### src/logic/asa_defs.svh
// Constants of the serial adapter: field positions, codes, reset values, ratios
`ifndef ASA_DEFS_SVH
`define ASA_DEFS_SVH

// Status register bit positions
`define ASA_ST_RXFL 0
`define ASA_ST_TXEM 1
`define ASA_ST_CLS 2
`define ASA_ST_CTS 3
`define ASA_ST_FM 4
`define ASA_ST_OVFL 5
`define ASA_ST_PB 6
`define ASA_ST_IRQ 7

// Control register field positions
`define ASA_CF_DIV_LO 0
`define ASA_CF_DIV_HI 1
`define ASA_CF_WS_LO 2
`define ASA_CF_WS_HI 4
`define ASA_CF_TC_LO 5
`define ASA_CF_TC_HI 6
`define ASA_CF_RXI 7

// Divide select codes
`define ASA_DIV_1 2'h0
`define ASA_DIV_16 2'h1
`define ASA_DIV_64 2'h2
`define ASA_DIV_MRESET 2'h3

// Bit clock ratios
`define ASA_RATIO_16 16
`define ASA_RATIO_64 64

// Word select codes that differ in stop bits or parity
`define ASA_WS_7E2 3'h0
`define ASA_WS_7O2 3'h1
`define ASA_WS_8N2 3'h4
`define ASA_WS_8N1 3'h5

// Transmit control codes
`define ASA_TC_RTS_NOINT 2'h0
`define ASA_TC_RTS_INT 2'h1
`define ASA_TC_NORTS 2'h2
`define ASA_TC_BREAK 2'h3

// Reset value: held in master reset until software selects a ratio
`define ASA_CFG_RESET 8'h03

`define ASA_TX_FIFO_DEPTH 32
`define ASA_TX_FIFO_WIDTH 8

`endif

### src/logic/asa_pkg.sv
// Types and character format decoders of the serial adapter
`default_nettype none
`include "asa_defs.svh"

package asa_pkg;

    typedef enum logic [2:0] {
        ASA_TX_IDLE = 3'b000,
        ASA_TX_START = 3'b001,
        ASA_TX_DATA = 3'b010,
        ASA_TX_PAR = 3'b011,
        ASA_TX_STOP = 3'b100
    } asa_tx_state_e;

    typedef enum logic [2:0] {
        ASA_RX_IDLE = 3'b000,
        ASA_RX_START = 3'b001,
        ASA_RX_DATA = 3'b010,
        ASA_RX_PAR = 3'b011,
        ASA_RX_STOP = 3'b100
    } asa_rx_state_e;

    function automatic logic [3:0] asa_data_bits(input logic [2:0] ws);
        asa_data_bits = ws[2] ? 4'h8 : 4'h7;
    endfunction

    function automatic logic asa_has_parity(input logic [2:0] ws);
        asa_has_parity = (ws != `ASA_WS_8N2) && (ws != `ASA_WS_8N1);
    endfunction

    function automatic logic asa_two_stops(input logic [2:0] ws);
        asa_two_stops = (ws == `ASA_WS_7E2) || (ws == `ASA_WS_7O2) || (ws == `ASA_WS_8N2);
    endfunction

    // Parity bit for the active character length; low word bit selects odd
    function automatic logic asa_parity(input logic [7:0] d, input logic [2:0] ws);
        logic [7:0] m;
        m = ws[2] ? d : {1'b0, d[6:0]};
        asa_parity = (^m) ^ ws[0];
    endfunction

endpackage : asa_pkg

`default_nettype wire

### src/logic/asa_top.sv
// Asynchronous serial adapter: bus registers, transmitter, receiver, modem lines
//
// How it works
// RULE1: Data drivers enabled only during selected reads
// RULE2: Selected when both highs high, low low
// RULE3: Read drives read register; write stores
// RULE4: Enable strobe gates buffers and times transfers
// RULE5: Register pick chooses data or control pair
// RULE6: Interrupt low while enabled cause present
// RULE7: New transmit bit on transmit clock fall
// RULE8: Receiver samples on receive clock rise
// RULE9: Ratio 1, 16 or 64 from divide field
// RULE10: Ratio one needs externally aligned receive clock
// RULE11: 16x and 64x align to start bit
// RULE12: Clear-to-send high hides transmit empty
// RULE13: Request-to-send follows transmit control only
// RULE14: Carrier lost holds receiver initialised
// RULE15: Carrier loss rise interrupts when enabled
// RULE16: Status bits: full, empty, carrier, cts, errors, irq
// RULE17: Control bits: divide, word, transmit, interrupt
// RULE18: Characters travel least significant bit first
// RULE19: Unused received upper bits read zero
// RULE20: Unused transmit upper bits are ignored
// RULE21: Four byte registers, two read, two write
// RULE22: Pick low status/control, high data
// RULE23: Divide codes 1,16,64; code three resets
// RULE24: Word field sets length, parity, stops
// RULE25: Transmit control sets send request, interrupt, break
// RULE26: Idle mark, start low, data, parity, stops
`default_nettype none
`include "asa_defs.svh"

module asa_top (
    input wire logic clk,
    input wire logic rst,
    input wire logic chip_select_high_a,
    input wire logic chip_select_high_b,
    input wire logic chip_select_low,
    input wire logic register_pick,
    input wire logic read_write,
    input wire logic enable_strobe,
    input wire logic [7:0] data_i,
    output logic [7:0] data_o,
    output logic data_oe,
    input wire logic interrupt_out_n_i,
    output logic interrupt_out_n_o,
    output logic interrupt_out_n_oe,
    input wire logic transmit_bit_clock,
    input wire logic receive_bit_clock,
    input wire logic serial_in_line,
    output logic serial_out_line,
    input wire logic clear_to_send_n,
    output logic request_to_send_out_n,
    input wire logic carrier_lost_in
);
    import asa_pkg::*;

    // Bus side
    logic e_prev_reg;
    logic acc_sel_reg;
    logic acc_rp_reg;
    logic acc_rw_reg;
    logic [7:0] acc_wd_reg;
    logic [7:0] line_config_reg;
    logic [7:0] data_o_reg;
    logic data_oe_reg;
    logic selected;
    logic commit;
    logic wr_cfg;
    logic wr_tx;
    logic rd_status;
    logic rd_data;

    // Configuration fields
    logic [1:0] div_sel;
    logic [2:0] word_sel;
    logic [1:0] tx_ctl;
    logic rxi;
    logic mreset;

    // Status state
    logic [7:0] rx_char_buffer_reg;
    logic rxfl_reg;
    logic ovfl_pend_reg;
    logic ovfl_vis_reg;
    logic fm_reg;
    logic pb_reg;
    logic cls_latch_reg;
    logic cls_armed_reg;
    logic cls_prev_reg;
    logic irq_active_reg;
    logic irq_n_reg;
    logic [7:0] line_flags;
    logic txem;
    logic irq_cause;

    // Transmit path
    logic fifo_in_ready;
    logic fifo_out_valid;
    logic [7:0] fifo_out_data;
    logic tx_load;
    asa_tx_state_e tx_state_reg;
    logic [7:0] tx_data_reg;
    logic [3:0] tx_idx_reg;
    logic tx_stop2_reg;
    logic tx_line_reg;
    logic serial_out_reg;
    logic rts_n_reg;
    logic tclk_prev_reg;
    logic tx_tick;
    logic tx_strobe;

    // Receive path
    asa_rx_state_e rx_state_reg;
    logic [7:0] rx_shift_reg;
    logic [3:0] rx_idx_reg;
    logic rx_par_bad_reg;
    logic rclk_prev_reg;
    logic rx_tick;
    logic rx_strobe;
    logic rx_hold;
    logic rx_done;
    logic rx_fm;
    logic rx_lose;

    assign div_sel = line_config_reg[`ASA_CF_DIV_HI:`ASA_CF_DIV_LO]; // RULE17
    assign word_sel = line_config_reg[`ASA_CF_WS_HI:`ASA_CF_WS_LO];
    assign tx_ctl = line_config_reg[`ASA_CF_TC_HI:`ASA_CF_TC_LO];
    assign rxi = line_config_reg[`ASA_CF_RXI];
    assign mreset = div_sel == `ASA_DIV_MRESET; // RULE23

    // Bus decode; access takes effect on the falling edge of the strobe
    assign selected = chip_select_high_a && chip_select_high_b && !chip_select_low; // RULE2
    assign commit = e_prev_reg && !enable_strobe && acc_sel_reg; // RULE4
    assign wr_cfg = commit && !acc_rw_reg && !acc_rp_reg; // RULE22
    assign wr_tx = commit && !acc_rw_reg && acc_rp_reg; // RULE5
    assign rd_status = commit && acc_rw_reg && !acc_rp_reg; // RULE22
    assign rd_data = commit && acc_rw_reg && acc_rp_reg; // RULE5

    // Address and data are held from the last cycle the strobe was high
    always_ff @(posedge clk or posedge rst) begin
        if (rst) begin
            e_prev_reg <= 1'b0;
            acc_sel_reg <= 1'b0;
            acc_rp_reg <= 1'b0;
            acc_rw_reg <= 1'b1;
            acc_wd_reg <= 8'h00;
        end else begin
            e_prev_reg <= enable_strobe;
            if (enable_strobe) begin
                acc_sel_reg <= selected;
                acc_rp_reg <= register_pick;
                acc_rw_reg <= read_write;
                acc_wd_reg <= data_i;
            end
        end
    end

    always_ff @(posedge clk or posedge rst) begin
        if (rst) begin
            line_config_reg <= `ASA_CFG_RESET;
        end else if (wr_cfg) begin
            line_config_reg <= acc_wd_reg; // RULE21
        end
    end

    // Read drivers only during a selected read while the strobe is high
    always_ff @(posedge clk or posedge rst) begin
        if (rst) begin
            data_oe_reg <= 1'b0;
            data_o_reg <= 8'h00;
        end else begin
            data_oe_reg <= selected && read_write && enable_strobe; // RULE1
            data_o_reg <= register_pick ? rx_char_buffer_reg : line_flags; // RULE3
        end
    end

    assign txem = fifo_in_ready && !clear_to_send_n && !mreset; // RULE12

    always_comb begin
        line_flags = 8'h00;
        line_flags[`ASA_ST_RXFL] = rxfl_reg && !carrier_lost_in; // RULE16
        line_flags[`ASA_ST_TXEM] = txem;
        line_flags[`ASA_ST_CLS] = cls_latch_reg || carrier_lost_in;
        line_flags[`ASA_ST_CTS] = clear_to_send_n;
        line_flags[`ASA_ST_FM] = fm_reg;
        line_flags[`ASA_ST_OVFL] = ovfl_vis_reg;
        line_flags[`ASA_ST_PB] = pb_reg;
        line_flags[`ASA_ST_IRQ] = irq_active_reg;
    end

    assign irq_cause = (rxi && (rxfl_reg || cls_latch_reg)) // RULE15
        || ((tx_ctl == `ASA_TC_RTS_INT) && txem); // RULE25

    always_ff @(posedge clk or posedge rst) begin
        if (rst) begin
            irq_active_reg <= 1'b0;
            irq_n_reg <= 1'b1;
        end else begin
            irq_active_reg <= irq_cause; // RULE6
            irq_n_reg <= !irq_cause;
        end
    end

    // Receive status; a character finishing in the read cycle wins unless an overrun is pending
    assign rx_lose = rxfl_reg && !(rd_data && !ovfl_pend_reg);

    always_ff @(posedge clk or posedge rst) begin
        if (rst) begin
            rxfl_reg <= 1'b0;
            ovfl_pend_reg <= 1'b0;
            ovfl_vis_reg <= 1'b0;
            fm_reg <= 1'b0;
            pb_reg <= 1'b0;
            rx_char_buffer_reg <= 8'h00;
        end else if (mreset) begin
            rxfl_reg <= 1'b0; // RULE23
            ovfl_pend_reg <= 1'b0;
            ovfl_vis_reg <= 1'b0;
            fm_reg <= 1'b0;
            pb_reg <= 1'b0;
        end else begin
            if (rd_data) begin
                if (ovfl_pend_reg) begin
                    // Overrun surfaces only after the good character is read
                    ovfl_vis_reg <= 1'b1;
                    ovfl_pend_reg <= 1'b0;
                end else begin
                    rxfl_reg <= 1'b0;
                    ovfl_vis_reg <= 1'b0;
                end
            end
            if (rx_done) begin
                if (rx_lose) begin
                    ovfl_pend_reg <= 1'b1;
                end else begin
                    rx_char_buffer_reg <= rx_shift_reg; // RULE19
                    fm_reg <= rx_fm;
                    pb_reg <= rx_par_bad_reg;
                    rxfl_reg <= 1'b1;
                end
            end
        end
    end

    // Carrier loss flag: cleared by a status read followed by a data read
    always_ff @(posedge clk or posedge rst) begin
        if (rst) begin
            cls_prev_reg <= 1'b0;
            cls_latch_reg <= 1'b0;
            cls_armed_reg <= 1'b0;
        end else begin
            cls_prev_reg <= carrier_lost_in;
            if (mreset) begin
                cls_latch_reg <= 1'b0;
                cls_armed_reg <= 1'b0;
            end else if (rd_status && cls_latch_reg) begin
                cls_armed_reg <= 1'b1;
            end else if (rd_data && cls_armed_reg) begin
                cls_latch_reg <= 1'b0;
                cls_armed_reg <= 1'b0;
            end
            if (carrier_lost_in && !cls_prev_reg) begin
                cls_latch_reg <= 1'b1; // RULE15
            end
        end
    end

    // Writes while full are dropped; software watches the empty flag
    asa_fifo #(
        .WIDTH(`ASA_TX_FIFO_WIDTH),
        .DEPTH(`ASA_TX_FIFO_DEPTH)
    ) u_tx_fifo (
        .clk(clk),
        .rst(rst),
        .flush(mreset),
        .in_valid(wr_tx),
        .in_ready(fifo_in_ready),
        .in_data(acc_wd_reg),
        .out_valid(fifo_out_valid),
        .out_ready(tx_load),
        .out_data(fifo_out_data)
    );

    assign tx_tick = tclk_prev_reg && !transmit_bit_clock; // RULE7

    asa_baud_count u_tx_count (
        .clk(clk),
        .rst(rst),
        .tick(tx_tick),
        .clear(mreset || (tx_state_reg == ASA_TX_IDLE)),
        .half(1'b0),
        .div_sel(div_sel), // RULE9
        .strobe(tx_strobe)
    );

    assign tx_load = !mreset && fifo_out_valid
        && (((tx_state_reg == ASA_TX_IDLE) && tx_tick)
        || ((tx_state_reg == ASA_TX_STOP) && tx_strobe && !tx_stop2_reg));

    always_ff @(posedge clk or posedge rst) begin
        if (rst) begin
            tclk_prev_reg <= 1'b0;
            tx_state_reg <= ASA_TX_IDLE;
            tx_data_reg <= 8'h00;
            tx_idx_reg <= 4'h0;
            tx_stop2_reg <= 1'b0;
            tx_line_reg <= 1'b1;
        end else begin
            tclk_prev_reg <= transmit_bit_clock;
            if (mreset) begin
                tx_state_reg <= ASA_TX_IDLE;
                tx_line_reg <= 1'b1;
            end else if (tx_load) begin
                tx_data_reg <= fifo_out_data;
                tx_line_reg <= 1'b0; // RULE26
                tx_state_reg <= ASA_TX_START;
            end else if (tx_strobe) begin
                unique case (tx_state_reg)
                    ASA_TX_START: begin
                        tx_line_reg <= tx_data_reg[0]; // RULE18
                        tx_idx_reg <= 4'h1;
                        tx_state_reg <= ASA_TX_DATA;
                    end
                    ASA_TX_DATA: begin
                        if (tx_idx_reg == asa_data_bits(word_sel)) begin // RULE20
                            if (asa_has_parity(word_sel)) begin // RULE24
                                tx_line_reg <= asa_parity(tx_data_reg, word_sel);
                                tx_state_reg <= ASA_TX_PAR;
                            end else begin
                                tx_line_reg <= 1'b1;
                                tx_stop2_reg <= asa_two_stops(word_sel);
                                tx_state_reg <= ASA_TX_STOP;
                            end
                        end else begin
                            tx_line_reg <= tx_data_reg[tx_idx_reg[2:0]];
                            tx_idx_reg <= tx_idx_reg + 4'h1;
                        end
                    end
                    ASA_TX_PAR: begin
                        tx_line_reg <= 1'b1;
                        tx_stop2_reg <= asa_two_stops(word_sel);
                        tx_state_reg <= ASA_TX_STOP;
                    end
                    ASA_TX_STOP: begin
                        if (tx_stop2_reg) begin
                            tx_stop2_reg <= 1'b0;
                        end else begin
                            tx_state_reg <= ASA_TX_IDLE;
                        end
                    end
                    default: begin
                        tx_line_reg <= 1'b1;
                        tx_state_reg <= ASA_TX_IDLE;
                    end
                endcase
            end
        end
    end

    // Break forces space; request-to-send comes from the control field alone
    always_ff @(posedge clk or posedge rst) begin
        if (rst) begin
            serial_out_reg <= 1'b1;
            rts_n_reg <= 1'b1;
        end else begin
            serial_out_reg <= (tx_ctl == `ASA_TC_BREAK) ? 1'b0 : tx_line_reg; // RULE25
            rts_n_reg <= tx_ctl == `ASA_TC_NORTS; // RULE13
        end
    end

    // Receiver
    assign rx_hold = mreset || carrier_lost_in; // RULE14
    assign rx_tick = !rclk_prev_reg && receive_bit_clock; // RULE8
    assign rx_done = !rx_hold && rx_strobe && (rx_state_reg == ASA_RX_STOP);
    assign rx_fm = !serial_in_line;

    asa_baud_count u_rx_count (
        .clk(clk),
        .rst(rst),
        .tick(rx_tick),
        .clear(rx_hold || (rx_state_reg == ASA_RX_IDLE)),
        .half(rx_state_reg == ASA_RX_START), // RULE11
        .div_sel(div_sel), // RULE9
        .strobe(rx_strobe)
    );

    always_ff @(posedge clk or posedge rst) begin
        if (rst) begin
            rclk_prev_reg <= 1'b1;
            rx_state_reg <= ASA_RX_IDLE;
            rx_shift_reg <= 8'h00;
            rx_idx_reg <= 4'h0;
            rx_par_bad_reg <= 1'b0;
        end else begin
            rclk_prev_reg <= receive_bit_clock;
            if (rx_hold) begin
                rx_state_reg <= ASA_RX_IDLE;
                rx_par_bad_reg <= 1'b0;
            end else if ((rx_state_reg == ASA_RX_IDLE) && rx_tick && !serial_in_line) begin
                rx_shift_reg <= 8'h00;
                rx_idx_reg <= 4'h0;
                rx_par_bad_reg <= 1'b0;
                // At ratio one the clock is trusted to be aligned already
                rx_state_reg <= (div_sel == `ASA_DIV_1) ? ASA_RX_DATA : ASA_RX_START; // RULE10
            end else if (rx_strobe) begin
                unique case (rx_state_reg)
                    ASA_RX_IDLE: begin
                        rx_state_reg <= ASA_RX_IDLE;
                    end
                    ASA_RX_START: begin
                        // Glitch shorter than half a bit is not a start
                        rx_state_reg <= serial_in_line ? ASA_RX_IDLE : ASA_RX_DATA; // RULE11
                    end
                    ASA_RX_DATA: begin
                        rx_shift_reg[rx_idx_reg[2:0]] <= serial_in_line; // RULE18
                        rx_idx_reg <= rx_idx_reg + 4'h1;
                        if (rx_idx_reg == asa_data_bits(word_sel) - 4'h1) begin
                            rx_state_reg <= asa_has_parity(word_sel) ? ASA_RX_PAR
                                : ASA_RX_STOP; // RULE24
                        end
                    end
                    ASA_RX_PAR: begin
                        rx_par_bad_reg <= serial_in_line != asa_parity(rx_shift_reg, word_sel);
                        rx_state_reg <= ASA_RX_STOP;
                    end
                    ASA_RX_STOP: begin
                        rx_state_reg <= ASA_RX_IDLE;
                    end
                    default: begin
                        rx_state_reg <= ASA_RX_IDLE;
                    end
                endcase
            end
        end
    end

    assign data_o = data_o_reg;
    assign data_oe = data_oe_reg;
    assign interrupt_out_n_o = irq_n_reg;
    assign interrupt_out_n_oe = irq_active_reg; // RULE6
    assign serial_out_line = serial_out_reg;
    assign request_to_send_out_n = rts_n_reg;

endmodule // asa_top

`default_nettype wire

### src/logic/asa_fifo.sv
// Transmit character FIFO with valid/ready on both sides
`default_nettype none
`include "asa_defs.svh"

module asa_fifo #(
    parameter int WIDTH = `ASA_TX_FIFO_WIDTH,
    parameter int DEPTH = `ASA_TX_FIFO_DEPTH
) (
    input wire logic clk,
    input wire logic rst,
    input wire logic flush,
    input wire logic in_valid,
    output logic in_ready,
    input wire logic [WIDTH-1:0] in_data,
    output logic out_valid,
    input wire logic out_ready,
    output logic [WIDTH-1:0] out_data
);
    import asa_pkg::*;

    localparam int AW = $clog2(DEPTH);

    logic [WIDTH-1:0] mem [DEPTH];
    logic [AW-1:0] wr_ptr_reg;
    logic [AW-1:0] rd_ptr_reg;
    logic [AW:0] count_reg;
    logic push;
    logic pop;

    assign in_ready = count_reg != (AW + 1)'(DEPTH);
    assign out_valid = count_reg != '0;
    assign out_data = mem[rd_ptr_reg];
    assign push = in_valid && in_ready && !flush;
    assign pop = out_valid && out_ready && !flush;

    always_ff @(posedge clk) begin
        if (push) begin
            mem[wr_ptr_reg] <= in_data;
        end
    end

    // Depth is a power of two so pointers wrap by themselves
    always_ff @(posedge clk or posedge rst) begin
        if (rst) begin
            wr_ptr_reg <= '0;
            rd_ptr_reg <= '0;
            count_reg <= '0;
        end else if (flush) begin
            wr_ptr_reg <= '0;
            rd_ptr_reg <= '0;
            count_reg <= '0;
        end else begin
            if (push) begin
                wr_ptr_reg <= wr_ptr_reg + AW'(1);
            end
            if (pop) begin
                rd_ptr_reg <= rd_ptr_reg + AW'(1);
            end
            if (push && !pop) begin
                count_reg <= count_reg + (AW + 1)'(1);
            end else if (pop && !push) begin
                count_reg <= count_reg - (AW + 1)'(1);
            end
        end
    end

endmodule // asa_fifo

`default_nettype wire

### src/logic/asa_baud_count.sv
// Bit period counter over bit clock edges, for the 1, 16 and 64 ratios
`default_nettype none
`include "asa_defs.svh"

module asa_baud_count (
    input wire logic clk,
    input wire logic rst,
    input wire logic tick,
    input wire logic clear,
    input wire logic half,
    input wire logic [1:0] div_sel,
    output logic strobe
);
    import asa_pkg::*;

    localparam logic [5:0] LIM_16 = 6'(`ASA_RATIO_16 - 1);
    localparam logic [5:0] LIM_64 = 6'(`ASA_RATIO_64 - 1);
    localparam logic [5:0] HALF_16 = 6'(`ASA_RATIO_16 / 2 - 1);
    localparam logic [5:0] HALF_64 = 6'(`ASA_RATIO_64 / 2 - 1);

    logic [5:0] cnt_reg;
    logic [5:0] limit;

    always_comb begin
        unique case (div_sel)
            `ASA_DIV_16: limit = half ? HALF_16 : LIM_16;
            `ASA_DIV_64: limit = half ? HALF_64 : LIM_64;
            `ASA_DIV_1, `ASA_DIV_MRESET: limit = 6'h00;
        endcase
    end

    assign strobe = tick && !clear && (cnt_reg == limit);

    always_ff @(posedge clk or posedge rst) begin
        if (rst) begin
            cnt_reg <= 6'h00;
        end else if (clear || strobe) begin
            cnt_reg <= 6'h00;
        end else if (tick) begin
            cnt_reg <= cnt_reg + 6'h01;
        end
    end

endmodule // asa_baud_count

`default_nettype wire

### config.mk
export PLATFORM = sky130hd
export DESIGN_NAME = asa_top
export DESIGN_NICKNAME = d
export VERILOG_FILES = /design/src/logic/asa_pkg.sv /design/src/logic/asa_top.sv /design/src/logic/asa_fifo.sv /design/src/logic/asa_baud_count.sv
export VERILOG_INCLUDE_DIRS = /design/src /design/src/logic
export SDC_FILE = /design/constraint.sdc
export NUM_CORES = 1
export LEC_CHECK = 0
export ABC_AREA = 1
export BUFFER_PORTS_ARGS = -buffer_cell sky130_fd_sc_hd__buf_2
export CORE_ASPECT_RATIO = 0.75
export CORE_MARGIN = 4
export CORE_UTILIZATION = 35
export DETAILED_ROUTE_END_ITERATION = 8
export SLEW_MARGIN = 40
export SYNTH_ARGS = -nofsm -noshare
export SYNTH_HDL_FRONTEND = slang
export SYNTH_SLANG_ARGS = --single-unit
### constraint.sdc
create_clock -name clk -period 4.23 [get_ports clk]
set_input_delay 0.6345 -clock clk [delete_from_list [all_inputs] [get_ports clk]]
set_output_delay 0.6345 -clock clk [all_outputs]
set_load 0.01 [all_outputs]
Yosys cells after proc, flatten, opt, wreduce, memory -nomap -nowiden
Memory sizes are Yosys's and may differ from the RTL's. A register that Yosys moved wholly into a read port is not among the register bits. Cells that the tools add are included.

$add $sub $neg: 9. Magnitude comparators: 3. Eq/ne operators: 33. Mux-type cells: 86. Bitwise operators: 6. Reductions and logical operators: 111.

Operator list (number): $mux 6 (8); $mux 8 (6); $logic_and 1x1->1 (45); $mux 1 (40); $pmux 6 s3 (2); $mux 3 (10); $mux 4 (6); $reduce_bool 3->1 (7); $logic_not 1->1 (20); $mux 5 (4); $add 6x1->6 const B (3); $reduce_bool 2->1 (9); $reduce_xor 8->1 (2); $eq 3x2->1 const B (4); $eq 6x6->1 (2); $pmux 3 s4 (1); $reduce_and 2->1 (6); $logic_or 1x1->1 (11); $add 5x1->5 const B (2); $eq 3x1->1 const B (3); $eq 3x3->1 const B (3); $logic_not 3->1 (3); $pmux 3 s3 (1); $reduce_and 3->1 (3); other kinds (28) (47).

Register bits after elaboration: 104. Memory bits (writable): 256. Bits of input ports: 22. Output and inout port bits: 13. Logic and storage cells: 285. Memories kept: 1.

Memory list: u_tx_fifo.mem (words 32, bits a word 8, rd ports 1, clocked after Yosys merged registers in 1, wr ports 1, RTL line asa_fifo.sv:23) `logic [WIDTH-1:0] mem [DEPTH];`.

Logic depth before layout (Yosys ltp)
Depth after elaboration: 15. Gate-level depth with buffers: 23. Depth with buffers taken out: 22.

By module
From an unflattened synthesis, not the netlist that was laid out.

Cell total of the unflattened synthesis: 1681. Area total of the unflattened synthesis: 16656.0 µm².

Modules (own cells, without submodules): asa_fifo (instances 1, cells an instance 1006, area each 11453.5 µm², seq. area each 8087.8 µm²); asa_top (instances 1, cells an instance 503, area each 4073.9 µm², seq. area each 2112.0 µm²); asa_baud_count (instances 2, cells an instance 86, area each 564.3 µm², seq. area each 150.1 µm²).

Least setup slack after synthesis
No wires, ideal clock.

Path kind: register to register. Start point: reg line_config_reg[0]. End point: reg u_tx_fifo.count_reg[5]. Library setup time: 0.116 ns. Arrival time: 2.560 ns. Data required time: 4.114 ns. Slack: 1.554 ns. Cell stages (with the launch flop): 22. Path buffers: 1. Period minus slack after synthesis: 2.676 ns. Cell sequence: dfstp_2 -> inv_1 -> ha_1 -> inv_1 -> nand4_1 -> nand2_1 -> nand3_1 -> nand2_1 -> nand2_1 -> nand2_1 -> buf_4 -> ha_1 -> nand2_1 -> nand2_1 -> nand2_1 -> a31o_2 -> nand2_1 -> inv_1 -> nand2_1 -> nand2_1 -> nand2_1 -> nand2_1.

Cells in the longest elaborated chain, start to end: 15. Elaborated cells on any way between the ends: 27. Classes of those cells: 4 x eq/ne; 3 x mux; 20 x reduce/logical.

Ends and longest elaborated chain: from (decl) (RTL line asa_top.sv:64) `logic [7:0] line_config_reg;`; from (signal assigned) (RTL line asa_top.sv:161) `` line_config_reg <= `ASA_CFG_RESET; ``; from (signal assigned) (RTL line asa_top.sv:163) `line_config_reg <= acc_wd_reg;`; $eq 2x2->1 / $logic_not 2->1 (equally long branches) (RTL line asa_baud_count.sv:25) `unique case (div_sel)`; $reduce_or 2->1 / $logic_or 1x1->1 (equally long branches) (RTL line asa_baud_count.sv:25, asa_top.sv:291); $pmux 6 s3 / $logic_not 1->1 (equally long branches) (RTL line asa_baud_count.sv:25, asa_baud_count.sv:32); $eq 6x6->1 / $logic_and 1x1->1 (equally long branches) (RTL line asa_baud_count.sv:32) `assign strobe = tick && !clear && (cnt_reg == limit);`; $logic_and 1x1->1 (RTL line asa_baud_count.sv:32); $logic_and 1x1->1 (2 in series) (RTL line asa_top.sv:299) `|| ((tx_state_reg == ASA_TX_STOP) && tx_strobe && !tx_stop2_reg));`; $logic_or 1x1->1 (RTL line asa_top.sv:299); $logic_and 1x1->1 (RTL line asa_top.sv:298) `&& (((tx_state_reg == ASA_TX_IDLE) && tx_tick)`; $logic_and 1x1->1 (2 in series) (RTL line asa_fifo.sv:34) `assign pop = out_valid && out_ready && !flush;`; $logic_not 1->1 (RTL line asa_fifo.sv:59) `if (push && !pop) begin`; $logic_and 1x1->1 (RTL line asa_fifo.sv:59); $mux 6 (RTL line asa_fifo.sv:59); $mux 6 (RTL line asa_fifo.sv:48) `end else if (flush) begin`; to (signal assigned) (RTL line asa_fifo.sv:60) `count_reg <= count_reg + (AW + 1)'(1);`; to (signal assigned) (RTL line asa_fifo.sv:62) `count_reg <= count_reg - (AW + 1)'(1);`; to (decl) (RTL line asa_fifo.sv:26) `logic [AW:0] count_reg;`.

Several ways; a longest one is shown, not always the timed one. A chain may end at the register's enable or synchronous reset.

Worst setup path after layout
Start point: reg line_config_reg[0]. End point: reg u_tx_fifo.count_reg[4].

Same word-level chain as after synthesis.

==> results.toml <==
[critical_path]
arrival_ns = 3.77
cp_slowest_cell = "dfstp_2"
r2r_start = "line_config_reg[0]"
endpoint = "u_tx_fifo.count_reg[4]"
path_class = "flop to flop"
startpoint = "line_config_reg[0]"
crit_top_cell = "nand2_1"
cpPeakStageDelay_ns = 0.56
r2r-end = "u_tx_fifo.count_reg[4]"
path_max_fanout = 14
path_depth = 17
endpoint_kind = "flop"
required_ns = 4.69
cp_num_buf_inv = 2
path_cells = "inv_1, ha_1, nor2_1, nand2_1, nand2_1, nand2_1, nor2_1, nand3_1, nand2_1, nand2_1, nand2_1, inv_1, fa_1, o21ai_0, xor2_1, nand2_1, nand2_1"
reg2reg_depth = 17
path_delay_family = "simple AND/OR/NAND/NOR gates"
rrSetupSlack_ns = 0.92
startpoint_type = "flop"

[route]
dr_total_vias = 11000
remaining_drc_errors = 0
ant_nets = 0
routed_via_density = 5.15
wl_um = 37900
initialDrtViolationCount = 1017
routedWlPerCell_um = 17.7
drt_pre_antenna_iters = 5

[synthesis]
netlist_instances = 1496
synthFlopType = "edfxtp_1"
synth_warnings = 0
syn_nets = 1537
ys_seq_area_share_pct = 65.4
async_flop_share_pct = 30.4
syn_area_per_cell_um2 = 10.7
ys_seq_elements = 368
yosysUniqueCellTypes = 51
synth_edf_count = 256
synth_area_um2 = 16100

[floorplanning]
die_h_um = 193
core_area_um2 = 45000
io_pins = 35
start_util_pct = 35.7
die_x_um = 255
dieArea_um2 = 49400
num_rows = 67

[power_and_ir_drop]
powerDensity_nw_per_um2 = 597
total_leakage_power_uw = 0.00684
vdd_drop_max_mv = 0.308

[sta]
tightest_slew_ns = 0.831
finalSetupTns_ns = 0
period_minus_slack_ns = 3.31
drv_slew = 0
fin_crit_sh_pct = 78.2
slew_headroom_pct = 44.6
skew_ns = 0.0164
setup_ws_ns = 0.921
rsz0062_at_grt = "false"
max_freq_ghz = 0.302
setup_viol = 0
final-hold-violation-count = 0

[final_layout]
drive_gt1_share_pct = 10.9
diodes = 0
final_common_cell = "edfxtp_1"
largest_reg_flops = 256
final_cells = 2139
area_growth_pct = 12.7
largest-register = "u_tx_fifo.mem"
mostFrequentLayoutCells = "edfxtp_1 (256), nor2_1 (239), nand2_1 (204), o21ai_0 (178)"
fin_nets = 1566

[clocking]
cts_max_level = 2
cts.sinks = 368
cts_buffer_depth = 3
hold_buffers = 0
root_buffer = "clkbuf_16"
clk_latency_ns = 0.54
cts_made_buffers = 39
cts_setup_buffers = 0
tritoncts = "yes"
clk_pin_slew_ns = 0.06
cts_resized = 0

[global_routing]
grt_max_degree = 94
overflow = 0
grt_pass1_wl_um = 59700
antenna_found_initial = 0
grt_use_total_pct = 15.1
grt_pass1_vias = 10400

[place]
io_buffers = 33
gp_congestion = 0.828
dp_hpwl_um = 24300
place_ws_ns = 0.782
dp.cells = 2070

[job]
drv_cap = 0

[outcome]
run_status = "finished clean"

[hold_path]
hold_path.class = "input pin to asynchronous set/reset pin"
-- power by group --
group          internal [µW]  leakage (µW)  total, µW  switching [µW]
clock                   2080      0.000627       3460            1380
sequential              4130       0.00375       4450             326
combinational            915       0.00246       2890            1980
total                   7120       0.00684      10800            3680
-- stage by stage --
stage | total power, µW | cell area, µm² | hold WS (ns) | util (%)
final | 10800 | 18100 | 0.176 | 40.2
after floorplan | 6490 | 16100 | 0.393 | -
after detailed placement | 7390 | 16800 | 0.407 | 37.3
after CTS | 10800 | 18100 | 0.197 | 40.2
after global placement | 7340 | 16800 | 0.405 | 37.3
after global routing | 11400 | 18100 | 0.204 | 40.2
-- per-layer routing --
| layer | vias to the layer above | wire length [µm] | part of all wire, % | track usage (%) |
|---|---|---|---|---|
| met4 | 0 | 644 | 1.7 | 3.67 |
| met3 | 53 | 2580 | 6.8 | 3.25 |
| li1 | 5259 | - | - | - |
| met2 | 339 | 16000 | 42 | 21.6 |
| met5 | - | 0 | 0 | 0 |
| met1 | 5362 | 18600 | 49 | 23.2 |
-- worst min-delay path by stage --
stage                       from                      end  cells after the start
2_1_floorplan       cls_prev_reg            cls_latch_reg                      1
3_3_place_gp        cls_prev_reg            cls_latch_reg                      1
3_5_place_dp        cls_prev_reg            cls_latch_reg                      1
4_1_cts        receive_bit_clock            rclk_prev_reg                      1
5_1_grt        receive_bit_clock            rclk_prev_reg                      1
6_report                     rst  u_tx_fifo.rd_ptr_reg[1]                      2
-- kinds of logic after synthesis --
kind of cell	count (synthesis)	share of synthesized area [%]
xor gates and xnor gates	25	1.36
buffers and inverters	176	4.59
adders and majority gates	19	1.53
DFF	368	65.4
AOI/OAI and AO/OA	330	11.6
and+or+nand+nor	578	15.5
-- area by class of cell --
| class | instances | area [µm²] |
|---|---|---|
| fill | 4244 | 26900 |
| sequential | 368 | 10500 |
| multi-input combinational | 952 | 4830 |
| clock buffer | 46 | 1050 |
| tap | 586 | 733 |
| inverter | 118 | 458 |
| timing repair buffer | 46 | 279 |
| clock inverter | 23 | 233 |
-- synth_stat cells, types with 2 or more instances --
library cell	instances	area (µm²)
o22ai_1	18	113
xnor2_1	7	61.3
o21ai_0	178	891
o21ai_2	7	61.3
nor2_2	3	18.8
buf_2	26	130
clkbuf_1	27	101
inv_4	2	12.5
ha_1	18	225
nor2_1	243	912
o211ai_1	32	240
o21bai_1	2	15.0
edfxtp_1	256	7690
nor2_4	3	33.8
clkinv_1	5	18.8
nand3_1	83	415
nand3_4	2	35.0
a21oi_1	36	180
a22oi_1	15	113
nor3_1	8	40.0
dfstp_2	8	210
dfrtp_1	104	2600
nand3b_1	2	15.0
nand2_1	204	766
nand2_4	5	56.3
o221ai_1	2	17.5
xor2_1	18	158
nand4_1	12	75.1
a31oi_1	4	25.0
nand2_2	2	12.5
inv_2	12	45.0
buf_6	4	45.0
inv_1	98	368
o21ai_1	27	135
nand3_2	7	70.1
No activity file was read; power rests on OpenSTA's default activity.
